File: src/verilog/mdr_pkg.sv
package mdr_pkg;
  localparam int DW = 16;
  localparam int EXC_W = 8;

  // Holding-register addresses, as carried on the link
  localparam logic [15:0] A_DRIVE_RESET = 16'h9c42;
  localparam logic [15:0] A_PCLR = 16'h9c43;
  localparam logic [15:0] A_ACLR = 16'h9c44;
  localparam logic [15:0] A_PCLR_KC = 16'h9c46;
  localparam logic [15:0] A_ACLR_KC = 16'h9c47;
  localparam logic [15:0] A_CTRL = 16'h9c49;
  localparam logic [15:0] A_MODE = 16'h9c4a;
  localparam logic [15:0] A_FREQ_RAM = 16'h9c4e;
  localparam logic [15:0] A_FREQ_NV = 16'h9c4f;

  // Clear keys
  localparam logic [15:0] KEY_PCLR = 16'h965a;
  localparam logic [15:0] KEY_ACLR = 16'h99aa;
  localparam logic [15:0] KEY_PCLR_KC = 16'h5a96;
  localparam logic [15:0] KEY_ACLR_KC = 16'haa99;

  // Operation mode codes
  localparam logic [15:0] MODE_RD_EXT = 16'h0000;
  localparam logic [15:0] MODE_RD_PANEL = 16'h0001;
  localparam logic [15:0] MODE_RD_JOG = 16'h0002;
  localparam logic [15:0] MODE_RD_NET = 16'h0004;
  localparam logic [15:0] MODE_RD_PANEL_EXT = 16'h0005;
  localparam logic [15:0] MODE_WR_EXT = 16'h0010;
  localparam logic [15:0] MODE_WR_NET = 16'h0014;

  // Control word bits
  localparam int CB_STOP = 0;
  localparam int CB_FORWARD = 1;
  localparam int CB_REVERSE = 2;
  localparam int CB_HIGH = 3;
  localparam int CB_MIDDLE = 4;
  localparam int CB_LOW = 5;
  localparam int CB_SECOND_FN = 7;
  localparam int CB_TERM4 = 8;
  localparam int CB_OUTPUT_STOP = 10;
  localparam logic [15:0] CTRL_MASK = 16'h05bf;
  localparam logic [15:0] CTRL_RST = 16'h0000;

  // Status word bits
  localparam int SB_RUNNING = 0;
  localparam int SB_FORWARD = 1;
  localparam int SB_REVERSE = 2;
  localparam int SB_UP_TO_FREQ = 3;
  localparam int SB_OVERLOAD = 4;
  localparam int SB_FREQ_DET = 6;
  localparam int SB_FAULT_RELAY = 7;
  localparam int SB_SAFETY = 9;
  localparam int SB_FAULT = 15;

  // Terminal monitor bits
  localparam int IT_FORWARD = 0;
  localparam int IT_REVERSE = 1;
  localparam int IT_LOW = 3;
  localparam int IT_MIDDLE = 4;
  localparam int IT_HIGH = 5;
  localparam int OT_RUNNING = 0;
  localparam int OT_FAULT_RELAY = 5;
  localparam int OT_SAFETY = 7;

  localparam logic [15:0] FREQ_RST = 16'h0000;

  // Monitor table; index is the slot in the monitor input array
  localparam int MON_N = 22;
  localparam int MON_IW = 5;
  localparam logic [15:0] MON_ADDR [MON_N] = '{
    16'h9d09, 16'h9d0a, 16'h9d0b, 16'h9d0d, 16'h9d10, 16'h9d11,
    16'h9d12, 16'h9d13, 16'h9d14, 16'h9d16, 16'h9d17, 16'h9d18,
    16'h9d1c, 16'h9d1f, 16'h9d20, 16'h9d21, 16'h9d3c, 16'h9d3d,
    16'h9d3e, 16'h9d45, 16'h9d46, 16'h9d47};
  localparam logic [15:0] A_MON_THERMISTOR = 16'h9d48;
  localparam int MON_IX_OUT_FREQ = 0;
  localparam int MON_IX_SET_FREQ = 3;
  localparam int MON_IX_IN_TERM = 10;
  localparam int MON_IX_OUT_TERM = 11;
  localparam int MON_TOTAL = 23;

  // Speed display setting, in 0.01 steps
  localparam int SPD_W = 20;
  localparam logic [SPD_W-1:0] SPD_MIN = 20'h00001;
  localparam logic [SPD_W-1:0] SPD_MAX = 20'hf4178;

  localparam logic [EXC_W-1:0] EXC_NONE = 8'h00;
  localparam logic [EXC_W-1:0] EXC_ADDR = 8'h02;
  localparam logic [EXC_W-1:0] EXC_VALUE = 8'h03;

  typedef enum logic [2:0] {
    MDR_MODE_EXT, MDR_MODE_PANEL, MDR_MODE_JOG, MDR_MODE_NET,
    MDR_MODE_PANEL_EXT
  } mdr_mode_t;

  typedef enum logic [1:0] {
    MDR_CLR_PARAM, MDR_CLR_ALL, MDR_CLR_PARAM_KC, MDR_CLR_ALL_KC
  } mdr_clr_t;

  typedef struct packed {
    logic fault_occurred;
    logic safety_monitor;
    logic fault_relay;
    logic frequency_detected;
    logic overload_flag;
    logic up_to_frequency;
    logic reverse;
    logic forward;
    logic running;
  } mdr_status_t;

  typedef struct packed {
    logic high_speed_select;
    logic middle_speed_select;
    logic low_speed_select;
    logic reverse_start;
    logic forward_start;
  } mdr_inputs_t;
endpackage
File: src/verilog/mdr_link_if.sv
`timescale 1ns/1ns
interface mdr_link_if;
  logic req_valid;
  logic req_write;
  logic [15:0] req_addr;
  logic [15:0] req_wdata;
  logic rsp_valid;
  logic [15:0] rsp_rdata;
  logic [7:0] rsp_exc;
  modport dev (
    input req_valid,
    input req_write,
    input req_addr,
    input req_wdata,
    output rsp_valid,
    output rsp_rdata,
    output rsp_exc
  );
  modport mst (
    output req_valid,
    output req_write,
    output req_addr,
    output req_wdata,
    input rsp_valid,
    input rsp_rdata,
    input rsp_exc
  );
endinterface

File: src/verilog/mdr_device.sv
`timescale 1ns/1ns
// Functional notes
// - Any write to reset register resets drive
// - Key 965a at 9c43 clears parameters
// - Key 99aa at 9c44 clears all
// - Key 5a96 at 9c46 clears parameters
// - Key aa99 at 9c47 clears all
// - Those two clears keep communication parameters
// - Control written, status read at 9c49
// - Control word bit layout, unused bits dropped
// - Status word bit layout, gaps read zero
// - Mode register: write selects, read reports
// - Mode codes; only 0010 and 0014 accepted
// - Running frequency RAM read/write, EEPROM write-only
// - Frequency monitors switch to speed by setting
// - Current and voltage monitors scaled
// - Duty and load monitors in 0.1 percent
// - Thermal, power, resistance monitors scaled
// - Input terminal monitor bit layout
// - Output terminal monitor bit layout
// - Unhandled address answers exception 02
// - Absent register reads zero, write discarded
module mdr_device (
  input wire logic clk,
  input wire logic rst_b,
  mdr_link_if.dev link,
  input wire mdr_pkg::mdr_status_t drive_status,
  input wire mdr_pkg::mdr_inputs_t input_terminals,
  input wire mdr_pkg::mdr_mode_t mode_status,
  input wire logic [mdr_pkg::MON_TOTAL-1:0][15:0] mon_values,
  input wire logic [15:0] out_speed,
  input wire logic [15:0] set_speed,
  input wire logic [mdr_pkg::SPD_W-1:0] speed_display_setting,
  output logic drive_reset_r,
  output logic param_clear_r,
  output logic all_clear_r,
  output logic keep_comm_r,
  output logic [15:0] ctrl_word_r,
  output logic mode_wr_r,
  output mdr_pkg::mdr_mode_t mode_req_r,
  output logic [15:0] freq_ram_r,
  output logic freq_nv_wr_r,
  output logic [15:0] freq_nv_data_r
);
  import mdr_pkg::*;

  logic rsp_valid_r;
  logic [15:0] rsp_rdata_r;
  logic [EXC_W-1:0] rsp_exc_r;

  // Linear search; the table is small and fixed
  function automatic logic [MON_IW:0] mon_lookup(input logic [15:0] a);
    logic [MON_IW:0] r;
    r = '0;
    for (int i = 0; i < MON_N; i++) begin
      if (a == MON_ADDR[i]) begin
        r = {1'b1, i[MON_IW-1:0]};
      end
    end
    if (a == A_MON_THERMISTOR) begin
      r = {1'b1, 5'h16};
    end
    return r;
  endfunction

  function automatic logic [15:0] mode_code(input mdr_mode_t m);
    logic [15:0] c;
    c = MODE_RD_EXT;
    case (m)
      MDR_MODE_PANEL: c = MODE_RD_PANEL;
      MDR_MODE_JOG: c = MODE_RD_JOG;
      MDR_MODE_NET: c = MODE_RD_NET;
      MDR_MODE_PANEL_EXT: c = MODE_RD_PANEL_EXT;
      default: c = MODE_RD_EXT;
    endcase
    return c;
  endfunction

  wire acc = link.req_valid;
  wire wr = acc & link.req_write;
  wire rd = acc & ~link.req_write;
  wire [15:0] addr = link.req_addr;
  wire [15:0] wdata = link.req_wdata;

  wire hit_reset = (addr == A_DRIVE_RESET);
  wire hit_pclr = (addr == A_PCLR);
  wire hit_aclr = (addr == A_ACLR);
  wire hit_pclr_kc = (addr == A_PCLR_KC);
  wire hit_aclr_kc = (addr == A_ACLR_KC);
  wire hit_ctrl = (addr == A_CTRL);
  wire hit_mode = (addr == A_MODE);
  wire hit_freq_ram = (addr == A_FREQ_RAM);
  wire hit_freq_nv = (addr == A_FREQ_NV);
  wire [MON_IW:0] mon_sel = mon_lookup(addr);
  wire hit_mon = mon_sel[MON_IW];
  wire [MON_IW-1:0] mon_ix = mon_sel[MON_IW-1:0];

  // Clear commands fire only on an exact key
  wire go_pclr = wr & hit_pclr & (wdata == KEY_PCLR);
  wire go_aclr = wr & hit_aclr & (wdata == KEY_ACLR);
  wire go_pclr_kc = wr & hit_pclr_kc & (wdata == KEY_PCLR_KC);
  wire go_aclr_kc = wr & hit_aclr_kc & (wdata == KEY_ACLR_KC);

  wire mode_wr_ext = (wdata == MODE_WR_EXT);
  wire mode_wr_net = (wdata == MODE_WR_NET);
  wire mode_ok = mode_wr_ext | mode_wr_net;
  wire go_mode = wr & hit_mode & mode_ok;

  wire clr_hit = hit_pclr | hit_aclr | hit_pclr_kc | hit_aclr_kc;
  // Monitors are deliberately absent from the writable set
  wire writable = hit_reset | clr_hit | hit_ctrl | hit_mode |
                  hit_freq_ram | hit_freq_nv;
  wire readable = hit_ctrl | hit_mode | hit_freq_ram | hit_mon;

  // Status word; bits not listed stay zero
  wire [15:0] status_word = {
    drive_status.fault_occurred, 5'h00,
    drive_status.safety_monitor, 1'b0,
    drive_status.fault_relay, drive_status.frequency_detected, 1'b0,
    drive_status.overload_flag, drive_status.up_to_frequency,
    drive_status.reverse, drive_status.forward,
    drive_status.running};

  // Undetermined terminal bits are driven as zero
  wire [15:0] in_term_word = {10'h000,
    input_terminals.high_speed_select,
    input_terminals.middle_speed_select,
    input_terminals.low_speed_select, 1'b0,
    input_terminals.reverse_start,
    input_terminals.forward_start};
  wire [15:0] out_term_word = {8'h00, drive_status.safety_monitor, 1'b0,
    drive_status.fault_relay, 4'h0, drive_status.running};

  // Speed display range switches frequency monitors to speed
  wire speed_mode = (speed_display_setting >= SPD_MIN) &&
                    (speed_display_setting <= SPD_MAX);

  // Monitor values arrive already in their register units
  wire [15:0] mon_raw = mon_values[mon_ix];
  wire is_out_freq = (mon_ix == MON_IX_OUT_FREQ[MON_IW-1:0]);
  wire is_set_freq = (mon_ix == MON_IX_SET_FREQ[MON_IW-1:0]);
  wire is_in_term = (mon_ix == MON_IX_IN_TERM[MON_IW-1:0]);
  wire is_out_term = (mon_ix == MON_IX_OUT_TERM[MON_IW-1:0]);
  wire [15:0] mon_word =
    (is_out_freq && speed_mode) ? out_speed :
    (is_set_freq && speed_mode) ? set_speed :
    is_in_term ? in_term_word :
    is_out_term ? out_term_word : mon_raw;

  wire [15:0] rd_word =
    hit_ctrl ? status_word :
    hit_mode ? mode_code(mode_status) :
    hit_freq_ram ? freq_ram_r :
    hit_mon ? mon_word : 16'h0000;

  wire [EXC_W-1:0] exc_nxt =
    (rd && !readable) ? EXC_ADDR :
    (wr && !writable) ? EXC_ADDR :
    (wr && hit_mode && !mode_ok) ? EXC_VALUE : EXC_NONE;

  wire [15:0] rdata_nxt = (rd && readable) ? rd_word : 16'h0000;

  assign link.rsp_valid = rsp_valid_r;
  assign link.rsp_rdata = rsp_rdata_r;
  assign link.rsp_exc = rsp_exc_r;

  // One answer per request, the cycle after it
  always_ff @(posedge clk or negedge rst_b) begin
    if (!rst_b) begin
      rsp_valid_r <= 1'b0;
      rsp_rdata_r <= 16'h0000;
      rsp_exc_r <= EXC_NONE;
    end else begin
      rsp_valid_r <= acc;
      rsp_rdata_r <= rdata_nxt;
      rsp_exc_r <= acc ? exc_nxt : EXC_NONE;
    end
  end

  // Command pulses, one cycle each
  always_ff @(posedge clk or negedge rst_b) begin
    if (!rst_b) begin
      drive_reset_r <= 1'b0;
      param_clear_r <= 1'b0;
      all_clear_r <= 1'b0;
      keep_comm_r <= 1'b0;
    end else begin
      drive_reset_r <= wr & hit_reset;
      param_clear_r <= go_pclr | go_pclr_kc;
      all_clear_r <= go_aclr | go_aclr_kc;
      keep_comm_r <= go_pclr_kc | go_aclr_kc;
    end
  end

  // Control word holds only defined bits
  always_ff @(posedge clk or negedge rst_b) begin
    if (!rst_b) begin
      ctrl_word_r <= CTRL_RST;
    end else if (wr && hit_ctrl) begin
      ctrl_word_r <= wdata & CTRL_MASK;
    end
  end

  always_ff @(posedge clk or negedge rst_b) begin
    if (!rst_b) begin
      mode_wr_r <= 1'b0;
      mode_req_r <= MDR_MODE_EXT;
    end else begin
      mode_wr_r <= go_mode;
      if (go_mode) begin
        mode_req_r <= mode_wr_net ? MDR_MODE_NET : MDR_MODE_EXT;
      end
    end
  end

  // EEPROM write leaves the RAM copy alone
  always_ff @(posedge clk or negedge rst_b) begin
    if (!rst_b) begin
      freq_ram_r <= FREQ_RST;
      freq_nv_wr_r <= 1'b0;
      freq_nv_data_r <= FREQ_RST;
    end else begin
      freq_nv_wr_r <= wr & hit_freq_nv;
      if (wr && hit_freq_ram) begin
        freq_ram_r <= wdata;
      end
      if (wr && hit_freq_nv) begin
        freq_nv_data_r <= wdata;
      end
    end
  end
endmodule // mdr_device

File: src/flat_wrapper.sv
// flat-port wrapper written by rule: the top's interface ports become plain ports
module mdr_device_flat import mdr_pkg::*;
  (clk, rst_b, drive_status, input_terminals, mode_status, mon_values, out_speed, set_speed, speed_display_setting, drive_reset_r, param_clear_r, all_clear_r, keep_comm_r, ctrl_word_r, mode_wr_r, mode_req_r, freq_ram_r, freq_nv_wr_r, freq_nv_data_r, link_req_valid, link_req_write, link_req_addr, link_req_wdata, link_rsp_valid, link_rsp_rdata, link_rsp_exc);
  mdr_link_if link_i ();
  input wire logic clk;
  input wire logic rst_b;
  input wire mdr_pkg::mdr_status_t drive_status;
  input wire mdr_pkg::mdr_inputs_t input_terminals;
  input wire mdr_pkg::mdr_mode_t mode_status;
  input wire logic [mdr_pkg::MON_TOTAL-1:0][15:0] mon_values;
  input wire logic [15:0] out_speed;
  input wire logic [15:0] set_speed;
  input wire logic [mdr_pkg::SPD_W-1:0] speed_display_setting;
  output logic drive_reset_r;
  output logic param_clear_r;
  output logic all_clear_r;
  output logic keep_comm_r;
  output logic [15:0] ctrl_word_r;
  output logic mode_wr_r;
  output mdr_pkg::mdr_mode_t mode_req_r;
  output logic [15:0] freq_ram_r;
  output logic freq_nv_wr_r;
  output logic [15:0] freq_nv_data_r;
  input wire logic [$bits(link_i.req_valid)-1:0] link_req_valid;
  input wire logic [$bits(link_i.req_write)-1:0] link_req_write;
  input wire logic [$bits(link_i.req_addr)-1:0] link_req_addr;
  input wire logic [$bits(link_i.req_wdata)-1:0] link_req_wdata;
  output wire logic [$bits(link_i.rsp_valid)-1:0] link_rsp_valid;
  output wire logic [$bits(link_i.rsp_rdata)-1:0] link_rsp_rdata;
  output wire logic [$bits(link_i.rsp_exc)-1:0] link_rsp_exc;
  assign link_i.req_valid = link_req_valid;
  assign link_i.req_write = link_req_write;
  assign link_i.req_addr = link_req_addr;
  assign link_i.req_wdata = link_req_wdata;
  assign link_rsp_valid = link_i.rsp_valid;
  assign link_rsp_rdata = link_i.rsp_rdata;
  assign link_rsp_exc = link_i.rsp_exc;
  mdr_device u_core (.clk(clk), .rst_b(rst_b), .link(link_i), .drive_status(drive_status), .input_terminals(input_terminals), .mode_status(mode_status), .mon_values(mon_values), .out_speed(out_speed), .set_speed(set_speed), .speed_display_setting(speed_display_setting), .drive_reset_r(drive_reset_r), .param_clear_r(param_clear_r), .all_clear_r(all_clear_r), .keep_comm_r(keep_comm_r), .ctrl_word_r(ctrl_word_r), .mode_wr_r(mode_wr_r), .mode_req_r(mode_req_r), .freq_ram_r(freq_ram_r), .freq_nv_wr_r(freq_nv_wr_r), .freq_nv_data_r(freq_nv_data_r));
endmodule
File: config.mk
export PLATFORM = sky130hd
export DESIGN_NAME = mdr_device_flat
export DESIGN_NICKNAME = d
export VERILOG_FILES = /design/src/verilog/mdr_pkg.sv /design/src/verilog/mdr_link_if.sv /design/src/verilog/mdr_device.sv /design/src/flat_wrapper.sv
export SDC_FILE = /design/constraint.sdc
export NUM_CORES = 1
export LEC_CHECK = 0
export BUFFER_PORTS_ARGS = -buffer_cell sky130_fd_sc_hd__buf_2
export CAP_MARGIN = 30
export CORE_AREA = 2 2 215 217
export DETAILED_ROUTE_END_ITERATION = 8
export DIE_AREA = 0 0 217 219
export MAX_ROUTING_LAYER = met4
export PLACE_DENSITY = 0.39
export SYNTH_ARGS = -nofsm -noshare
export SYNTH_HDL_FRONTEND = slang
export SYNTH_SLANG_ARGS = --single-unit
File: constraint.sdc
create_clock -name clk -period 1.3 [get_ports clk]
set_input_delay 0.13 -clock clk [delete_from_list [all_inputs] [get_ports clk]]
set_output_delay 0.13 -clock clk [all_outputs]
set_load 0.005 [all_outputs]
==> results.md <==
- The final layout contains 2351 nets.
- Measured on the finished design, the core utilization comes to 37.0%.
- The post-detailed-placement half-perimeter wirelength is 56000 um.
- For this configuration, the core starts out at a cell density of 16.4%.
- The largest vdd supply drop is 0.516 mV.
- The hold violation count in the final report is 0.
- The run finished, with violations left.
- The post-placement cell area is 13300 um2.
- Static timing analysis puts the maximum clock frequency at 345 MHz.
- The number of synthesized flops with an enable pin is 0.
- Row generation in the floorplan step produced between 70 and 80 rows.
- During synthesis, Yosys emitted a total of 0 warnings.
- The complex-gate fraction of the synthesized area is 29.1%.
- The count of nets left with antenna violations once routing finished came out at 0.
- The initial antenna violation count is 30.
- Synthesis produced 975 cells.
- The first global-routing pass estimated 91100 um of wire.
- In the final routed layout, each cell accounts on average for around 27 um.
- The critical path starts at link_req_addr[10].
- The launch instance of the worst min-delay path is set_speed[15].
- The port buffer count is 540.
- The worst endpoint required time is 1520 ps.
- In this run the critical register-to-register path is launched from u_core.freq_ram_r[4].
- The count of distinct cell types in the synthesized netlist is 86.
- The clock drives 67 sinks.
- The final wirelength is about 68000 um.
- The flip-flop and latch count after synthesis is 67.
- After Yosys synthesis, and, or, nand and nor cells account for 29.2% of the synthesized area.
- The adder-cell share of the synthesized area is 0%.
- The number of global-route vias before repair is around 13000.
- At the end of routability-driven placement, the weighted congestion stood at between 0.9 and 1.
- Setup violations remaining at the end of the flow were counted as 66.
- The maximum buffer depth of the clock tree is 2.
- The synthesized cell area is approximately 7400 um2.
- The detailed router finished its first iteration with 780 violations.
- The global-route congestion overflow total is 0.
- At the worst endpoint, the arrival time is 3120 ps.
- For this run, the leading register cell type out of synthesis is sky130_fd_sc_hd__dfrtp_1.
- Clock-pin slew was measured on the worst setup and hold paths at 60 ps.
- The detailed-router iteration count before antenna repair is 6.
- The detailed-route vias per instance is ~4.8.
- The clock reaches the later pin of the worst-skew pair after 340 ps.
- The number of buffers inserted during clock tree synthesis is 9.
- The setup slack of the critical path after layout is -1600 ps.
- The design area is between 15000 and 20000 um2.
- For this design the static power due to leakage is 7.89 nW.
- The max-slew violation count is 0.
- The number of remaining DRC errors is 0.
- The average cell area after synthesis is around 7.6 um2.
- The final critical path takes up 223% of the cycle.
- The worst setup path is captured at a flip-flop.
- The post-route netlist has between 60% and 70% of its cells at a drive strength greater than 1.
- Hold is met by 81.5 ps.
- TritonCTS built the clock tree.
- The startpoint-to-endpoint class of the critical path is input pin to flip-flop.
- The area share of the largest cell type after synthesis is between 20% and 30%.
- Clock tree synthesis selected as its root buffer the cell sky130_fd_sc_hd__clkbuf_16.
- The ratio of total power to cell area is approximately 400 nW/um2.
- By area the synthesized netlist is led by sky130_fd_sc_hd__dfrtp_1 23%, sky130_fd_sc_hd__nand2_1 8.1%, sky130_fd_sc_hd__mux2_2 6.7%, sky130_fd_sc_hd__mux2i_1 5.0%, sky130_fd_sc_hd__o221ai_1 3.7%.
- The count of max-cap constraint violations is 0.
- In the synthesized netlist, mux cells make up 11.7% of the area.
- For the finished layout, the period the worst path requires is 2900 ps.
- The die boundary width is 217 um.
- The slew of the pin with the lowest slew margin is 584 ps.
- The layout has 4838 filler cells.
- Counting flops with an async set or reset pin after synthesis yields a share of 100%.
- The non-filler instance count after layout is 2505.
- The XOR/XNOR share of the synthesized area is 0.591%.
- By area, the combinational part of the netlist is dominated by simple AND/OR/NAND/NOR gates.
- The via count is around 12000.
- The area of the core is 45100 um2.
- The type of origin of the critical path is an input pin.
- For the final database, setup skew stands at between 7 and 8 ps.
- The peak fanout along the critical path is 7.
- Once placement completed, the tool counted placed cells totaling 2373.
- The type of the tightest min-delay check is input pin to flip-flop.
- After synthesis, flip-flops and latches occupy between 20% and 30% of the total area.
- 555 I/O pins were placed.
- The cell type contributing the most total cell area after synthesis is sky130_fd_sc_hd__dfrtp_1.
- The headroom to the max-slew limit is 60.9%.
- The y dimension of the die is approximately 220 um.
- The maximum number of pins on one net before global-route repair is 21.
- The full die area is roughly 48000 um2.
- The H-tree generated during clock tree synthesis spans 3 levels.
- The worst setup slack after placement is -2580 ps.
- The global router's overall resource usage is 27.6%.
- The final reports fail on setup timing.
- Setup repair after global routing could not meet its margin everywhere.
- The layout overhead on the synthesized area is 125%.
-- where the power goes --
group          switching, W  internal [W]  total, W
Sequential       0.00000219       0.00209   0.00209
Combinational       0.00103       0.00110   0.00214
Clock               0.00104       0.00136   0.00240
-- cell families (layout without fill, tap and decap cells) --
logic type | Yosys count | after routing
buf+inv | 92 | 987
simple gates | 426 | 426
xor+xnor | 5 | 5
mux | 81 | 81
compound gates | 303 | 303
other cells | 1 | 36
flops | 67 | 67
-- final timing paths --
path	to	slack (ps)	cells after the start
min reg2reg	u_core.ctrl_word_r[4]	500	1
max	u_core.link.rsp_rdata[8]	-1600	15
max in group asynchronous	u_core.link.rsp_rdata[3]	630	3
max reg2reg	u_core.link.rsp_rdata[4]	0	4
min in group asynchronous	u_core.freq_nv_data_r[11]	220	2
min	u_core.link.rsp_rdata[15]	80	3
-- per-stage QoR --
stage	setup TNS, ps	power, W
2_1_floorplan	-68360	0.00260
3_3_place_gp	-98300	0.00397
3_5_place_dp	-97170	0.00396
4_1_cts	-59480	0.00651
5_1_grt	-59690	0.00692
6_report	-54420	0.00663
-- sequential cells by signal, summed over array words and instances (netlist names) --
name                   count
u_core.link.rsp_rdata     16
u_core.ctrl_word_r         9
u_core.drive_reset_r       1
u_core.keep_comm_r         1
u_core.all_clear_r         1
u_core.mode_req_r          1
u_core.freq_nv_wr_r        1
u_core.link.rsp_valid      1
u_core.mode_wr_r           1
u_core.freq_ram_r         16
u_core.param_clear_r       1
u_core.freq_nv_data_r     16
u_core.link.rsp_exc        2
-- critical path, stage by stage --
cell                       delay (ps)
sky130_fd_sc_hd__buf_6             90
sky130_fd_sc_hd__and3b_2          280
sky130_fd_sc_hd__nand4_1          240
sky130_fd_sc_hd__buf_4            180
sky130_fd_sc_hd__a21oi_4           70
sky130_fd_sc_hd__or4_4            600
sky130_fd_sc_hd__buf_12           190
sky130_fd_sc_hd__buf_12           140
sky130_fd_sc_hd__nand2_4           50
sky130_fd_sc_hd__and3_4           170
sky130_fd_sc_hd__a21oi_2           30
sky130_fd_sc_hd__o211ai_1         400
sky130_fd_sc_hd__buf_4            190
sky130_fd_sc_hd__nand3_2           70
sky130_fd_sc_hd__a32o_1           260
-- repair_timing --
action | 4_1_cts | 5_1_grt
endpoints found under the hold margin | 67 | 0
pin swaps | 71 | 77
gates resized for setup | 279 | 168
setup endpoints to repair | 66 | 66
buffers inserted | 48 | 53
cloned | 5 | 3
hold buffers | 1 | 0
-- cells in the final DEF (no fill, tap or decap), types with 10 or more instances in the layout --
cell,instances
sky130_fd_sc_hd__mux2_4,33
sky130_fd_sc_hd__conb_1,14
sky130_fd_sc_hd__o221ai_2,13
sky130_fd_sc_hd__a21oi_1,31
sky130_fd_sc_hd__nor2_1,55
sky130_fd_sc_hd__o21ai_2,12
sky130_fd_sc_hd__buf_12,30
sky130_fd_sc_hd__nor2_4,11
sky130_fd_sc_hd__nand4_1,16
sky130_fd_sc_hd__o21ai_0,27
sky130_fd_sc_hd__buf_2,528
sky130_fd_sc_hd__nand2_1,147
sky130_fd_sc_hd__clkbuf_16,12
sky130_fd_sc_hd__nand3_1,35
sky130_fd_sc_hd__nor3_1,10
sky130_fd_sc_hd__o21ai_1,10
sky130_fd_sc_hd__diode_2,22
sky130_fd_sc_hd__o221ai_1,14
sky130_fd_sc_hd__buf_4,319
sky130_fd_sc_hd__buf_6,73
sky130_fd_sc_hd__dfrtp_1,67
sky130_fd_sc_hd__mux2i_1,28
sky130_fd_sc_hd__mux2_2,11
sky130_fd_sc_hd__o22ai_1,20
sky130_fd_sc_hd__a21oi_2,17
-- layer usage --
metal  share of wire, %  vias up  track usage, %
met5                  0        -               -
met4                2.4        0            6.76
met3                5.7       92            4.13
met2                 49      508            46.8
met1                 43     5945            34.3
li1                   -     5603               -
-- area by class of cell --
cell class	count	area, um2	area share, %
Timing Repair Buffer	966	6790	40.6
Sequential cell	67	1680	10.0
Antenna cell	22	55.1	0.330
Tap cell	600	751	4.49
Clock buffer	10	239	1.43
Inverter	5	18.8	0.112
Multi-Input combinational cell	829	7130	42.7
Clock inverter	6	48.8	0.292
-- synthesized netlist by cell type, types with 28 or more instances --
cell and number:
sky130_fd_sc_hd__nor2_1 69, sky130_fd_sc_hd__o21ai_0 45, sky130_fd_sc_hd__buf_2 28, sky130_fd_sc_hd__clkbuf_1 31, sky130_fd_sc_hd__o22ai_1 30, sky130_fd_sc_hd__a21oi_1 52, sky130_fd_sc_hd__mux2_2 44, sky130_fd_sc_hd__o221ai_1 31
sky130_fd_sc_hd__dfrtp_1 67, sky130_fd_sc_hd__mux2i_1 37, sky130_fd_sc_hd__nand2_1 160, sky130_fd_sc_hd__nand3_1 49
No activity file was read; power rests on OpenSTA's default activity.
